`config.mk`:
```
export PLATFORM = sky130hd
export DESIGN_NAME = asc_cpu_free_conversion_mode_ctrl
export DESIGN_NICKNAME = d
export VERILOG_FILES = /design/src/verilog/asc_pkg.sv /design/src/verilog/asc_conv_seq.sv /design/src/verilog/asc_cpu_free_conversion_mode_ctrl.sv
export SDC_FILE = /design/constraint.sdc
export NUM_CORES = 1
export LEC_CHECK = 0
export BUFFER_PORTS_ARGS = -buffer_cell sky130_fd_sc_hd__buf_2
export CAP_MARGIN = 20
export CELL_PAD_IN_SITES_DETAIL_PLACEMENT = 0
export CELL_PAD_IN_SITES_GLOBAL_PLACEMENT = 1
export CORE_ASPECT_RATIO = 0.7
export CORE_UTILIZATION = 42
export DETAILED_ROUTE_END_ITERATION = 10
export GPL_TIMING_DRIVEN = 0
export PLACE_DENSITY = 0.76
export SYNTH_ARGS = -nofsm -noshare
export SYNTH_HDL_FRONTEND = slang
export SYNTH_SLANG_ARGS = --single-unit
```
`constraint.sdc`:
```
create_clock -name I_CLK_SYS -period 2.26 [get_ports I_CLK_SYS]
set_input_delay 0.339 -clock I_CLK_SYS [delete_from_list [all_inputs] [get_ports I_CLK_SYS]]
set_output_delay 0.339 -clock I_CLK_SYS [all_outputs]
set_load 0.02 [all_outputs]
```
`src/verilog/asc_pkg.sv`:
```
// constants, bus carrier and state type for the converter cpu_free_conversion_mode/result control
package asc_pkg;

  ////////////////////////////////////////////////////////////////////////////////
  // timing at the system clock
  localparam int CLK_PERIOD_NS = 100;
  localparam int STAB_TIME_NS = 1000;
  localparam int SAMPLE_TIME_NS = 700;
  localparam int CONV_TIME_NS = 2700;
  // least times, rounded up; conversion time includes the sampling interval
  localparam int STAB_CYC = (STAB_TIME_NS + CLK_PERIOD_NS - 1) / CLK_PERIOD_NS;
  localparam int SAMPLE_CYC = (SAMPLE_TIME_NS + CLK_PERIOD_NS - 1) / CLK_PERIOD_NS;
  localparam int CONV_CYC = (CONV_TIME_NS + CLK_PERIOD_NS - 1) / CLK_PERIOD_NS;

  ////////////////////////////////////////////////////////////////////////////////
  // result format: 10 bits, one step is 1/1024 of full scale
  localparam int RES_BITS = 10;
  localparam int CODE_STEPS = 1024;
  localparam int SCAN_CHANNELS = 4;

  ////////////////////////////////////////////////////////////////////////////////
  // register offsets
  localparam logic [3:0] A_MODE0 = 4'h0;
  localparam logic [3:0] A_MODE1 = 4'h1;
  localparam logic [3:0] A_MODE2 = 4'h2;
  localparam logic [3:0] A_CHSEL = 4'h3;
  localparam logic [3:0] A_PORTCFG = 4'h4;
  localparam logic [3:0] A_UPPER = 4'h5;
  localparam logic [3:0] A_LOWER = 4'h6;
  localparam logic [3:0] A_RES_LO = 4'h7;
  localparam logic [3:0] A_RES_HI = 4'h8;
  localparam logic [3:0] A_FLAGS = 4'h9;

  // field positions
  localparam int B_RUN = 7;
  localparam int B_SCAN = 6;
  localparam int B_CMP_EN = 0;
  localparam int B_TRIG_SEL = 0;
  localparam int B_WAKE = 2;
  localparam int B_RCHK = 3;
  localparam int B_DONE = 0;

  // values after reset
  localparam logic [7:0] MODE0_RST = 8'h00;
  localparam logic [7:0] MODE1_RST = 8'h00;
  localparam logic [7:0] MODE2_RST = 8'h00;
  localparam logic [7:0] CHSEL_RST = 8'h00;
  localparam logic [7:0] PORTCFG_RST = 8'h00;
  localparam logic [7:0] UPPER_RST = 8'hff;
  localparam logic [7:0] LOWER_RST = 8'h00;

  typedef struct packed {
    logic wr;
    logic rd;
    logic [3:0] addr;
    logic [7:0] wdata;
  } asc_bus_s;

  typedef enum logic [1:0] {ST_IDLE, ST_STAB, ST_CONV} asc_state_e;

endpackage

```
`src/verilog/asc_conv_seq.sv`:
```
// conversion sequencer: sampling then conversion, result captured at the end
`timescale 1ns/1ns
`default_nettype none
module asc_conv_seq
#(
  parameter int SAMPLE_CYC = asc_pkg::SAMPLE_CYC,
  parameter int CONV_CYC = asc_pkg::CONV_CYC,
  parameter int RES_BITS = asc_pkg::RES_BITS
)
(
  // clock and reset
  input wire logic i_clk,
  input wire logic i_srst,
  // control
  input wire logic i_start,
  input wire logic i_abort,
  input wire logic [RES_BITS-1:0] i_code,
  // status
  output logic o_busy,
  output logic o_sample,
  output logic o_done,
  output logic [RES_BITS-1:0] o_code
);
  localparam int CW = $clog2(CONV_CYC + 1);
  localparam logic [CW-1:0] CONV_LOAD = CW'(CONV_CYC);
  localparam logic [CW-1:0] SAMPLE_END = CW'(CONV_CYC - SAMPLE_CYC);
  logic [CW-1:0] cnt_r;

  ////////////////////////////////////////////////////////////////////////////////
  // a start beats an abort, so a retrigger restarts cleanly
  always_ff @(posedge i_clk)
  begin
    if (i_srst)
      cnt_r <= '0;
    else if (i_start)
      cnt_r <= CONV_LOAD;
    else if (i_abort)
      cnt_r <= '0;
    else if (cnt_r != '0)
      cnt_r <= cnt_r - 1'b1;
  end

  always_ff @(posedge i_clk)
  begin
    if (i_srst)
    begin
      o_done <= 1'b0;
      o_code <= '0;
    end
    else
    begin
      o_done <= (cnt_r == CW'(1)) && !i_start && !i_abort;
      if ((cnt_r == CW'(1)) && !i_start && !i_abort)
        o_code <= i_code;
    end
  end

  assign o_busy = (cnt_r != '0);
  assign o_sample = (cnt_r > SAMPLE_END);

endmodule
`default_nettype wire

```
`src/verilog/asc_cpu_free_conversion_mode_ctrl.sv`:
```
// converter control: wake conversion, clock request, range check, result arbitration
`timescale 1ns/1ns
`default_nettype none
module asc_cpu_free_conversion_mode_ctrl
#(
  parameter int RES_BITS = asc_pkg::RES_BITS
)
(
  // clock and reset
  input wire logic I_CLK_SYS,
  input wire logic I_SRST,
  // register port
  input wire asc_pkg::asc_bus_s I_BUS,
  output logic [7:0] O_RDATA,
  // triggers, core state, analog side
  input wire logic I_CAL_TMR_IRQ,
  input wire logic I_INT_TMR_IRQ,
  input wire logic I_DEEP_STANDBY,
  input wire logic [RES_BITS-1:0] I_ANALOG_CODE,
  // status and control out
  output logic O_OSC_CLK_REQ,
  output logic O_CONV_DONE_IRQ,
  output logic O_WAKE_ACTIVE,
  output logic O_CMP_POWER,
  output logic O_SAMPLE,
  output logic [4:0] O_CHANNEL
);
  localparam int STAB_W = $clog2(asc_pkg::STAB_CYC + 1);
  localparam logic [STAB_W-1:0] STAB_LOAD = STAB_W'(asc_pkg::STAB_CYC - 1);
  localparam logic [1:0] LAST_SCAN = 2'(asc_pkg::SCAN_CHANNELS - 1);

  asc_pkg::asc_state_e state_r;
  logic [7:0] mode0_r, mode1_r, mode2_r, chsel_r, portcfg_r, upper_r, lower_r;
  logic [RES_BITS-1:0] result_r, pend_code_r, seq_code;
  logic [STAB_W-1:0] stab_cnt_r;
  logic [1:0] ch_idx_r;
  logic run_r, clk_req_r, wake_act_r, any_irq_r, pend_r, irq_r, done_flag_r;
  logic seq_done, seq_sample, trig, hw_trig, wake_go, wr_mode0, wr_chsel, wr_portcfg;
  logic cfg_wr, sw_stop, sw_start, hw_restart, stab_end, last_ch, next_ch;
  logic start_c, abort_c, in_range, irq_ok, res_rd, wr_flags, scan;
  logic [7:0] hi8, rd_nxt;

  ////////////////////////////////////////////////////////////////////////////////
  // decode and sequencing terms
  always_comb
  begin
    scan = mode0_r[asc_pkg::B_SCAN];
    trig = mode1_r[asc_pkg::B_TRIG_SEL] ? I_INT_TMR_IRQ : I_CAL_TMR_IRQ;
    hw_trig = trig && mode0_r[asc_pkg::B_CMP_EN];
    wake_go = hw_trig && mode2_r[asc_pkg::B_WAKE] && I_DEEP_STANDBY
              && (state_r == asc_pkg::ST_IDLE) && !clk_req_r;
    wr_mode0 = I_BUS.wr && (I_BUS.addr == asc_pkg::A_MODE0);
    wr_chsel = I_BUS.wr && (I_BUS.addr == asc_pkg::A_CHSEL);
    wr_portcfg = I_BUS.wr && (I_BUS.addr == asc_pkg::A_PORTCFG);
    wr_flags = I_BUS.wr && (I_BUS.addr == asc_pkg::A_FLAGS);
    cfg_wr = wr_mode0 || wr_chsel || wr_portcfg;
    res_rd = I_BUS.rd && ((I_BUS.addr == asc_pkg::A_RES_LO)
                          || (I_BUS.addr == asc_pkg::A_RES_HI));
    sw_stop = wr_mode0 && !I_BUS.wdata[asc_pkg::B_RUN];
    sw_start = wr_mode0 && I_BUS.wdata[asc_pkg::B_RUN] && I_BUS.wdata[asc_pkg::B_CMP_EN];
    // in standby without the wake path the converter has no clock: ignore triggers
    hw_restart = hw_trig && !wake_go && (state_r != asc_pkg::ST_STAB)
                 && (!I_DEEP_STANDBY || clk_req_r);
    stab_end = (state_r == asc_pkg::ST_STAB) && (stab_cnt_r == '0);
    last_ch = !scan || (ch_idx_r == LAST_SCAN);
    next_ch = seq_done && (state_r == asc_pkg::ST_CONV) && !last_ch && !wr_chsel;
    start_c = (hw_restart || sw_start || stab_end || next_ch) && !sw_stop;
    abort_c = (sw_stop && run_r) || (wr_chsel && (state_r == asc_pkg::ST_CONV));
    // limits compare against the upper eight bits of the result
    hi8 = seq_code[RES_BITS-1 -: 8];
    in_range = (hi8 >= lower_r) && (hi8 <= upper_r);
    irq_ok = seq_done && (state_r == asc_pkg::ST_CONV) && !cfg_wr
             && (mode2_r[asc_pkg::B_RCHK] ? !in_range : in_range);
  end

  asc_conv_seq
  #(
    .RES_BITS(RES_BITS)
  )
  i_asc_conv_seq
  (
    .i_clk(I_CLK_SYS),
    .i_srst(I_SRST),
    .i_start(start_c),
    .i_abort(abort_c),
    .i_code(I_ANALOG_CODE),
    .o_busy(),
    .o_sample(seq_sample),
    .o_done(seq_done),
    .o_code(seq_code)
  );

  ////////////////////////////////////////////////////////////////////////////////
  // conversion state, clock request and wake bookkeeping
  always_ff @(posedge I_CLK_SYS)
  begin
    if (I_SRST)
    begin
      state_r <= asc_pkg::ST_IDLE;
      stab_cnt_r <= '0;
      ch_idx_r <= 2'h0;
      run_r <= 1'b0;
      clk_req_r <= 1'b0;
      wake_act_r <= 1'b0;
      any_irq_r <= 1'b0;
    end
    else
    begin
      if (abort_c && !start_c)
      begin
        state_r <= asc_pkg::ST_IDLE;
        run_r <= 1'b0;
        if (wake_act_r)
        begin
          clk_req_r <= 1'b0;
          wake_act_r <= 1'b0;
        end
      end
      else if (start_c)
      begin
        state_r <= asc_pkg::ST_CONV;
        run_r <= 1'b1;
        ch_idx_r <= next_ch ? ch_idx_r + 2'h1 : 2'h0;
        any_irq_r <= next_ch && (any_irq_r || irq_ok);
      end
      else if (wake_go)
      begin
        state_r <= asc_pkg::ST_STAB;
        clk_req_r <= 1'b1;
        wake_act_r <= 1'b1;
        stab_cnt_r <= STAB_LOAD;
      end
      else if (state_r == asc_pkg::ST_STAB)
        stab_cnt_r <= stab_cnt_r - 1'b1;
      else if ((state_r == asc_pkg::ST_CONV) && seq_done)
      begin
        state_r <= asc_pkg::ST_IDLE;
        run_r <= 1'b0;
        wake_act_r <= 1'b0;
        if (wake_act_r && !(any_irq_r || irq_ok))
          clk_req_r <= 1'b0;
      end
      // after a wake that went normal, the request ends when wake is disabled
      if (I_BUS.wr && (I_BUS.addr == asc_pkg::A_MODE2)
          && !I_BUS.wdata[asc_pkg::B_WAKE] && !wake_act_r && !wake_go)
        clk_req_r <= 1'b0;
    end
  end

  ////////////////////////////////////////////////////////////////////////////////
  // result word, held-back write, interrupt pulse and done flag
  always_ff @(posedge I_CLK_SYS)
  begin
    if (I_SRST)
    begin
      result_r <= '0;
      pend_r <= 1'b0;
      pend_code_r <= '0;
    end
    else if (irq_ok && res_rd)
    begin
      pend_r <= 1'b1;
      pend_code_r <= seq_code;
    end
    else if (irq_ok)
    begin
      result_r <= seq_code;
      pend_r <= 1'b0;
    end
    else if (pend_r && !res_rd)
    begin
      result_r <= pend_code_r;
      pend_r <= 1'b0;
    end
  end

  always_ff @(posedge I_CLK_SYS)
  begin
    if (I_SRST)
    begin
      irq_r <= 1'b0;
      done_flag_r <= 1'b0;
    end
    else
    begin
      irq_r <= irq_ok;
      // a hardware set in the clearing cycle wins
      done_flag_r <= irq_ok
                     || (done_flag_r && !(wr_flags && !I_BUS.wdata[asc_pkg::B_DONE]));
    end
  end

  ////////////////////////////////////////////////////////////////////////////////
  // register writes and read port
  always_ff @(posedge I_CLK_SYS)
  begin
    if (I_SRST)
    begin
      mode0_r <= asc_pkg::MODE0_RST;
      mode1_r <= asc_pkg::MODE1_RST;
      mode2_r <= asc_pkg::MODE2_RST;
      chsel_r <= asc_pkg::CHSEL_RST;
      portcfg_r <= asc_pkg::PORTCFG_RST;
      upper_r <= asc_pkg::UPPER_RST;
      lower_r <= asc_pkg::LOWER_RST;
    end
    else if (I_BUS.wr)
    begin
      case (I_BUS.addr)
        asc_pkg::A_MODE0: mode0_r <= I_BUS.wdata;
        asc_pkg::A_MODE1: mode1_r <= I_BUS.wdata;
        asc_pkg::A_MODE2: mode2_r <= I_BUS.wdata;
        asc_pkg::A_CHSEL: chsel_r <= I_BUS.wdata;
        asc_pkg::A_PORTCFG: portcfg_r <= I_BUS.wdata;
        asc_pkg::A_UPPER: upper_r <= I_BUS.wdata;
        asc_pkg::A_LOWER: lower_r <= I_BUS.wdata;
        default: ;
      endcase
    end
  end

  always_comb
  begin
    case (I_BUS.addr)
      asc_pkg::A_MODE0: rd_nxt = {run_r, mode0_r[6:0]};
      asc_pkg::A_MODE1: rd_nxt = mode1_r;
      asc_pkg::A_MODE2: rd_nxt = mode2_r;
      asc_pkg::A_CHSEL: rd_nxt = chsel_r;
      asc_pkg::A_PORTCFG: rd_nxt = portcfg_r;
      asc_pkg::A_UPPER: rd_nxt = upper_r;
      asc_pkg::A_LOWER: rd_nxt = lower_r;
      asc_pkg::A_RES_LO: rd_nxt = {result_r[1:0], 6'h00};
      asc_pkg::A_RES_HI: rd_nxt = result_r[RES_BITS-1 -: 8];
      asc_pkg::A_FLAGS: rd_nxt = {7'h00, done_flag_r};
      default: rd_nxt = 8'h00;
    endcase
  end

  always_ff @(posedge I_CLK_SYS)
  begin
    if (I_SRST)
      O_RDATA <= 8'h00;
    else
      O_RDATA <= I_BUS.rd ? rd_nxt : 8'h00;
  end

  assign O_OSC_CLK_REQ = clk_req_r;
  assign O_CONV_DONE_IRQ = irq_r;
  assign O_WAKE_ACTIVE = wake_act_r;
  assign O_CMP_POWER = mode0_r[asc_pkg::B_CMP_EN];
  assign O_SAMPLE = seq_sample;
  assign O_CHANNEL = chsel_r[4:0] + (scan ? {3'h0, ch_idx_r} : 5'h00);
endmodule
`default_nettype wire

```
Yosys cells after proc, flatten, opt, wreduce, memory -nomap -nowiden
Index checks and enable logic that the tools add are counted.

cells by class
  eq/ne operators = 21
  $add $sub $neg = 4
  magnitude comparators = 3
  reductions and logical operators = 101
  multiplexer cells = 31
  bitwise gates (word level) = 4

operators with widths
  operator                                        count
  one-hot mux 8 bit (10 select lines)             1
  logical AND 1 bit                               39
  AND reduction 2 bit                             11
  two-way mux 10 bit                              2
  zero test 1 bit                                 18
  two-way mux 1 bit                               17
  == test 4 x 3 -> 1 bit (second input constant)  4
  two-way mux 5 bit                               3
  nonzero test 3 bit                              5
  two-way mux 2 bit                               6
  logical OR 1 bit                                11
  AND reduction 3 bit                             3
  == test 4 x 2 -> 1 bit (second input constant)  2
  == test 4 bit (second input constant)           2
  >= comparator 8 bit                             1
  less-or-equal comparator 8 bit                  1
  zero test 4 bit                                 2
  two-way mux 4 bit                               2
  nonzero test 2 bit                              4
  != test 2 x 1 -> 1 bit (second input constant)  3
  != test 2 bit (second input constant)           3
  != test 3 x 2 -> 1 bit (second input constant)  2
  OR reduction 2 bit                              3
  OR reduction 3 bit                              2
  other kinds (13)                                17

storage, ports and cells
  word-level logic and storage cells = 189
  input port bits = 29
  register bits after elaboration = 114
  output and inout bits = 18

Logic depth before layout (Yosys ltp)
  depth after elaboration = 18
  gate-level depth with buffers = 9
  mapped depth without buffers = 8

Cells and area by module
Synthesis repeated with hierarchy kept, for this count alone.

second synthesis, totals
  cells, all modules = 714
  area, all modules = 6199.7 µm²

by module, submodules not included
  module                             cells each  area an instance (µm²)  instances
  asc_cpu_free_conversion_mode_ctrl  630         5464.0                  1
  asc_conv_seq                       84          735.7                   1

Worst setup path after synthesis
OpenSTA, ideal clock, no wires.

  path type = reg-to-reg
  from = register i_asc_conv_seq.o_code[2]
  to = register result_r[1]
  required time = 2.125 ns
  library setup time = 0.135 ns
  stages on the path, launching flop included = 10
  path slack = -0.021 ns
  data arrival time = 2.146 ns
  path through = dfxtp_1 -> inv_1 -> ha_1 -> nand2b_1 -> a2111oi_2 -> o31a_1 -> o31ai_1 -> clkbuf_1 -> a2111oi_0 -> a311oi_1

between the ends
  word-level cells in the longest chain between the ends = 8

ends and longest elaborated chain
  element                                                                       RTL line                                  RTL
  from (decl)                                                                   asc_conv_seq.sv:22                        output logic [RES_BITS-1:0] o_code
  from (signal assigned)                                                        asc_conv_seq.sv:54                        o_code <= i_code;
  >= comparator 8 bit / less-or-equal comparator 8 bit (equally long branches)  asc_cpu_free_conversion_mode_ctrl.sv:71   in_range = (hi8 >= lower_r) && (hi8 <= upper_r);
  logical AND 1 bit *                                                           asc_cpu_free_conversion_mode_ctrl.sv:71
  zero test 1 bit                                                               asc_cpu_free_conversion_mode_ctrl.sv:73   && (mode2_r[asc_pkg::B_RCHK] ? !in_range : in_range);
  two-way mux 1 bit *                                                           asc_cpu_free_conversion_mode_ctrl.sv:73
  logical AND 1 bit *                                                           asc_cpu_free_conversion_mode_ctrl.sv:73
  logical AND 1 bit                                                             asc_cpu_free_conversion_mode_ctrl.sv:160  else if (irq_ok && res_rd)
  NOT 1 bit (no source line)                                                    n/a
  AND reduction 2 bit (no source line)                                          n/a
  to (signal assigned)                                                          asc_cpu_free_conversion_mode_ctrl.sv:167  result_r <= seq_code;
  to (signal assigned)                                                          asc_cpu_free_conversion_mode_ctrl.sv:172  result_r <= pend_code_r;
  to (decl)                                                                     asc_cpu_free_conversion_mode_ctrl.sv:34   logic [RES_BITS-1:0] result_r, pend_code_r, seq_code;

Every way passes the cells marked *; elsewhere a longest branch is shown, timed or not.
A chain may end at the register's enable or synchronous reset.

Final worst setup path
  from = register upper_r[2]
  to = register clk_req_r, in the netlist O_OSC_CLK_REQ

between the ends
  word-level cells in the longest chain between the ends = 10

ends and longest elaborated chain
  element                                 RTL line                                  RTL
  from (decl)                             asc_cpu_free_conversion_mode_ctrl.sv:33   logic [7:0] mode0_r, mode1_r, mode2_r, chsel_r, portcfg_r, upper_r, lower_r;
  from (signal assigned)                  asc_cpu_free_conversion_mode_ctrl.sv:204  upper_r <= asc_pkg::UPPER_RST;
  from (signal assigned)                  asc_cpu_free_conversion_mode_ctrl.sv:215  asc_pkg::A_UPPER: upper_r <= I_BUS.wdata;
  less-or-equal comparator 8 bit *        asc_cpu_free_conversion_mode_ctrl.sv:71
  logical AND 1 bit *                     asc_cpu_free_conversion_mode_ctrl.sv:71
  zero test 1 bit                         asc_cpu_free_conversion_mode_ctrl.sv:73
  two-way mux 1 bit *                     asc_cpu_free_conversion_mode_ctrl.sv:73
  logical AND 1 bit *                     asc_cpu_free_conversion_mode_ctrl.sv:73
  logical OR 1 bit *                      asc_cpu_free_conversion_mode_ctrl.sv:140  if (wake_act_r && !(any_irq_r || irq_ok))
  zero test 1 bit *                       asc_cpu_free_conversion_mode_ctrl.sv:140
  logical AND 1 bit *                     asc_cpu_free_conversion_mode_ctrl.sv:140
  nonzero test 3 bit (no source line) *   n/a
  AND reduction 5 bit (no source line) *  n/a
  to (signal assigned)                    asc_cpu_free_conversion_mode_ctrl.sv:129  clk_req_r <= 1'b1;
  to (signal assigned)                    asc_cpu_free_conversion_mode_ctrl.sv:141  clk_req_r <= 1'b0;
  to (signal assigned)                    asc_cpu_free_conversion_mode_ctrl.sv:146  clk_req_r <= 1'b0;
  to (decl)                               asc_cpu_free_conversion_mode_ctrl.sv:37   logic run_r, clk_req_r, wake_act_r, any_irq_r, pend_r, irq_r, done_flag_r;

Marks and branches as above.

==> run_results.csv <==
group,metric,value,unit
finish,area_growth,32.6,%
clocking,clkTransAtPathRegs,0.06,ns
logic_synthesis,syn_area,6020,sq um
sta,fmax,419,MHz
sta,slew-limit-headroom,38.5,%
sta,rsz0062_at_grt,"true",
power,clkPwrFrac,39.2,%
power,p_leak,2.92,nW
hold_path,min_to,"i_asc_conv_seq.o_code[5]",
run_status,violations,"negative setup slack",
placement,port_buffers,41,
global_route,grt_max_degree,17,
worst_setup_path,path_class,"reg2reg",
finish,regArea,2330,sq um
worst_setup_path,end_kind,"flip-flop",
sta,max_slew.worst_pin.slew,0.922,ns
routing,wl,21100,microns
clocking,clkSinkCount,114,
logic_synthesis,ys_warn_count,0,
finish,nets,844,
routing,drt_pass1_iterations,6,
logic_synthesis,synth_ff_type,"dfxtp_1",
clocking,clk_latency,0.42,ns
routing,routedWlPerCell,21.3,microns
global_route,grt_pass1_wl,32300,microns
finish,layout-drive-gt1-share,28.0,%
finish,finish.instance_area,7990,sq um
die,core,14000,sq um
sta,setup_viol,17,
run,cap_violations,0,
sta,final_max_slew_viol_count,0,
placement,dpl_cell_area,6470,sq um
global_route,overflow,0,
clocking,cts_tree,"yes",
logic_synthesis,syn-instance-count,695,
global_route,track_usage,29.1,%
sta,fin_crit_sh,106,%
finish,fill_cells,1245,
finish,fin_util,57.2,%
die,initial_core_util,43.1,%
hold_path,hold_start,"I_ANALOG_CODE[5]",
routing,drtIter0Drc,593,
clocking,htree_num_levels,4,
placement,gp_congestion,0.953,
power,p_switching,2.18,mW
finish,multi_input_area,3930,sq um
routing,drc,0,
power,p_seq_share,32.4,%
worst_setup_path,rrSetupSlack,-0.13,ns
die,io_pins,47,
finish,antennaDiodeCount,0,
logic_synthesis,ys_seq_elements,114,
hold_path,hold_depth,3,
power,comb_power_share,28.4,%
power,p_int,4.79,mW
logic_synthesis,seq_area_frac_synth,37.9,%
die,die_x,145,microns
worst_setup_path,cp.required,2.59,ns
placement,dp_hpwl,15000,microns
global_route,grt_pass1_vias,5758,
routing,via_count,5979,
hold_path,min_path_type,"in2reg",
clocking,clockBufferDepth,2,
worst_setup_path,worstPathMaxFanout,5,
clocking,cts_buffers,17,
die,fp.dieH,102,microns
worst_setup_path,r2r_start,"upper_r[2]",
worst_setup_path,arrival,2.72,ns
sta,fin_crit,2.39,ns
die,dieArea,14800,sq um
logic_synthesis,synth_nets,748,
logic_synthesis,synth.distinct_cells,66,
worst_setup_path,reg2regPathDepth,9,
logic_synthesis,syn_avg_cell_area,8.67,sq um
clocking,holdBufCountCts,0,
clocking,root_buffer,"clkbuf_16",
run_status,status,"finished, violations left",
power,p_sw_share,31.3,%
global_route,antenna_found_initial,0,
routing,viasPerCell,6.02,
sta,skew,0.00554,ns
die,num_rows,36,
routing,drtAntennaViolNets,0,
worst_setup_path,reg2reg_to,"O_OSC_CLK_REQ",
logic_synthesis,synthArstFlopShare,0,%
power,p_per_area,872,nW/um^2
sta,finalHoldViolations,0,
power,vdd_drop_max,510,uV
logic_synthesis,synth_edf_count,0,
worst_setup_path,cp-start-kind,"flip-flop",
sta,final.setup.worst_slack,-0.129,ns
-- cell families (layout without fill, tap and decap cells) --
logic type / Yosys count / after routing / share of synthesized area [%]
compound gates: 192 / 192 / 22.0
xor+xnor: 7 / 7 / 1.02
fa+ha+maj: 24 / 24 / 5.11
buf+inv: 76 / 185 / 5.30
flops: 114 / 114 / 37.9
mux: 51 / 51 / 9.20
simple gates: 231 / 231 / 19.5
-- critical path, cell delays in order (launching register included) --
cell,delay (ns)
dfxtp_2,0.32
inv_1,0.05
ha_1,0.29
nand4_1,0.22
o21ai_1,0.43
nand4_1,0.18
buf_6,0.17
buf_8,0.14
a21o_4,0.24
a221oi_2,0.25
-- area by class of cell --
type / count / area share [%]
multi-input combinational: 505 / 49.2
sequential: 114 / 29.2
timing repair buffer: 78 / 6.85
clock buffer: 21 / 5.76
tap: 190 / 2.98
buffer: 47 / 2.93
clock inverter: 11 / 1.69
inverter: 28 / 1.38
-- synthesized netlist by cell type (4+ instances only) --
master | instances | area share [%]
a2111oi_0 | 10 | 1.5
a211o_1 | 10 | 1.5
a21oi_1 | 64 | 5.3
a22oi_1 | 7 | 0.87
a311oi_1 | 11 | 1.6
a31oi_1 | 6 | 0.62
and3_1 | 5 | 0.52
buf_2 | 7 | 0.58
clkbuf_1 | 33 | 2.1
dfxtp_1 | 114 | 38
ha_1 | 23 | 4.8
inv_1 | 28 | 1.7
mux2_2 | 5 | 0.93
mux2i_1 | 43 | 7.1
nand2_1 | 66 | 4.1
nand2b_1 | 5 | 0.52
nand3_1 | 41 | 3.4
nand3b_1 | 4 | 0.50
nand4_1 | 6 | 0.62
nor2_1 | 52 | 3.2
nor2b_1 | 16 | 1.7
nor3_1 | 12 | 1.0
nor3b_1 | 4 | 0.50
o2111ai_1 | 20 | 2.9
o21a_1 | 4 | 0.50
o21ai_0 | 17 | 1.4
o21ai_1 | 5 | 0.42
o22a_1 | 4 | 0.58
o22ai_1 | 4 | 0.42
o31ai_1 | 5 | 0.62
xnor2_1 | 4 | 0.58
-- layer usage --
metal  wire, microns  track usage (%)  vias to the layer above
met5               0                0                        -
met4             514             12.0                        0
met3            1890             7.90                       54
met2            9130             44.8                      270
met1            9610             38.8                     2883
li1                -                -                     2772
-- what timing repair did --
action / CTS / global route
resized for setup: 121 / 29
endpoints found under the setup margin: 27 / 35
pin swaps: 38 / 13
buffers inserted: 26 / 9
gates cloned: 2 / 0
-- power groups by stage --
stage / sequential (mW) / combinational, mW / clock (mW)
2_1_floorplan: 2.23 / 0.879 / 0
3_3_place_gp: 2.28 / 1.13 / 0
3_5_place_dp: 2.28 / 1.17 / 0
4_1_cts: 2.25 / 1.76 / 2.75
5_1_grt: 2.27 / 2.11 / 2.85
6_report: 2.26 / 1.98 / 2.73
-- stage by stage --
step | power, mW | worst slack, ns | setup TNS, ns | hold WS (ns) | cells
after CTS | 6.76 | -0.0142 | -0.0313 | 0.152 | 986
after global routing | 7.23 | -0.170 | -2.02 | 0.170 | 994
after floorplan | 3.11 | -0.00373 | -0.0336 | 0.433 | 695
after global placement | 3.41 | -0.653 | -12.49 | 0.443 | 926
after detailed placement | 3.45 | -0.721 | -14.93 | 0.457 | 926
final | 6.96 | -0.129 | -1.13 | 0.159 | 994
-- worst max path at each step --
| stage | start | endpoint | slack [ns] | cells past startpoint |
|---|---|---|---|---|
| 2_1_floorplan | i_asc_conv_seq.o_code[2] | result_r[1] | -0.004 | 9 |
| 3_3_place_gp | i_asc_conv_seq.o_code[2] | result_r[3] | -0.65 | 9 |
| 3_5_place_dp | i_asc_conv_seq.o_code[2] | result_r[3] | -0.72 | 9 |
| 4_1_cts | upper_r[7] | result_r[3] | -0.01 | 9 |
| 5_1_grt | i_asc_conv_seq.o_code[5] | O_OSC_CLK_REQ | -0.17 | 8 |
| 6_report | upper_r[2] | O_OSC_CLK_REQ | -0.13 | 9 |
-- sequential cells by signal (all words and copies together) (netlist names), 7 cells and up --
register,count
O_RDATA,8
portcfg_r,8
mode1_r,8
upper_r,8
i_asc_conv_seq.o_code,10
mode0_r,7
pend_code_r,10
result_r,10
lower_r,8
mode2_r,8
chsel_r,8
-- placed cells by master (no fill, tap or decap), types with 5 or more instances in the layout --
cell,n
a211o_1,10
o21ai_0,11
dfxtp_4,8
a2111oi_4,10
buf_2,46
ha_1,11
clkinv_2,6
a22oi_1,7
o2111ai_1,20
nor2_1,48
dfxtp_1,92
o21ai_1,10
dfxtp_2,14
ha_4,12
buf_4,30
nor2b_1,15
mux2i_1,43
a31oi_1,6
a311oi_1,9
nand2_1,64
nand3_1,40
a21oi_1,62
clkbuf_16,17
inv_2,9
clkbuf_1,31
mux2_2,5
nand4_1,6
nor3_1,11
inv_1,17
buf_6,8
(Power assumes the default switching activity.)
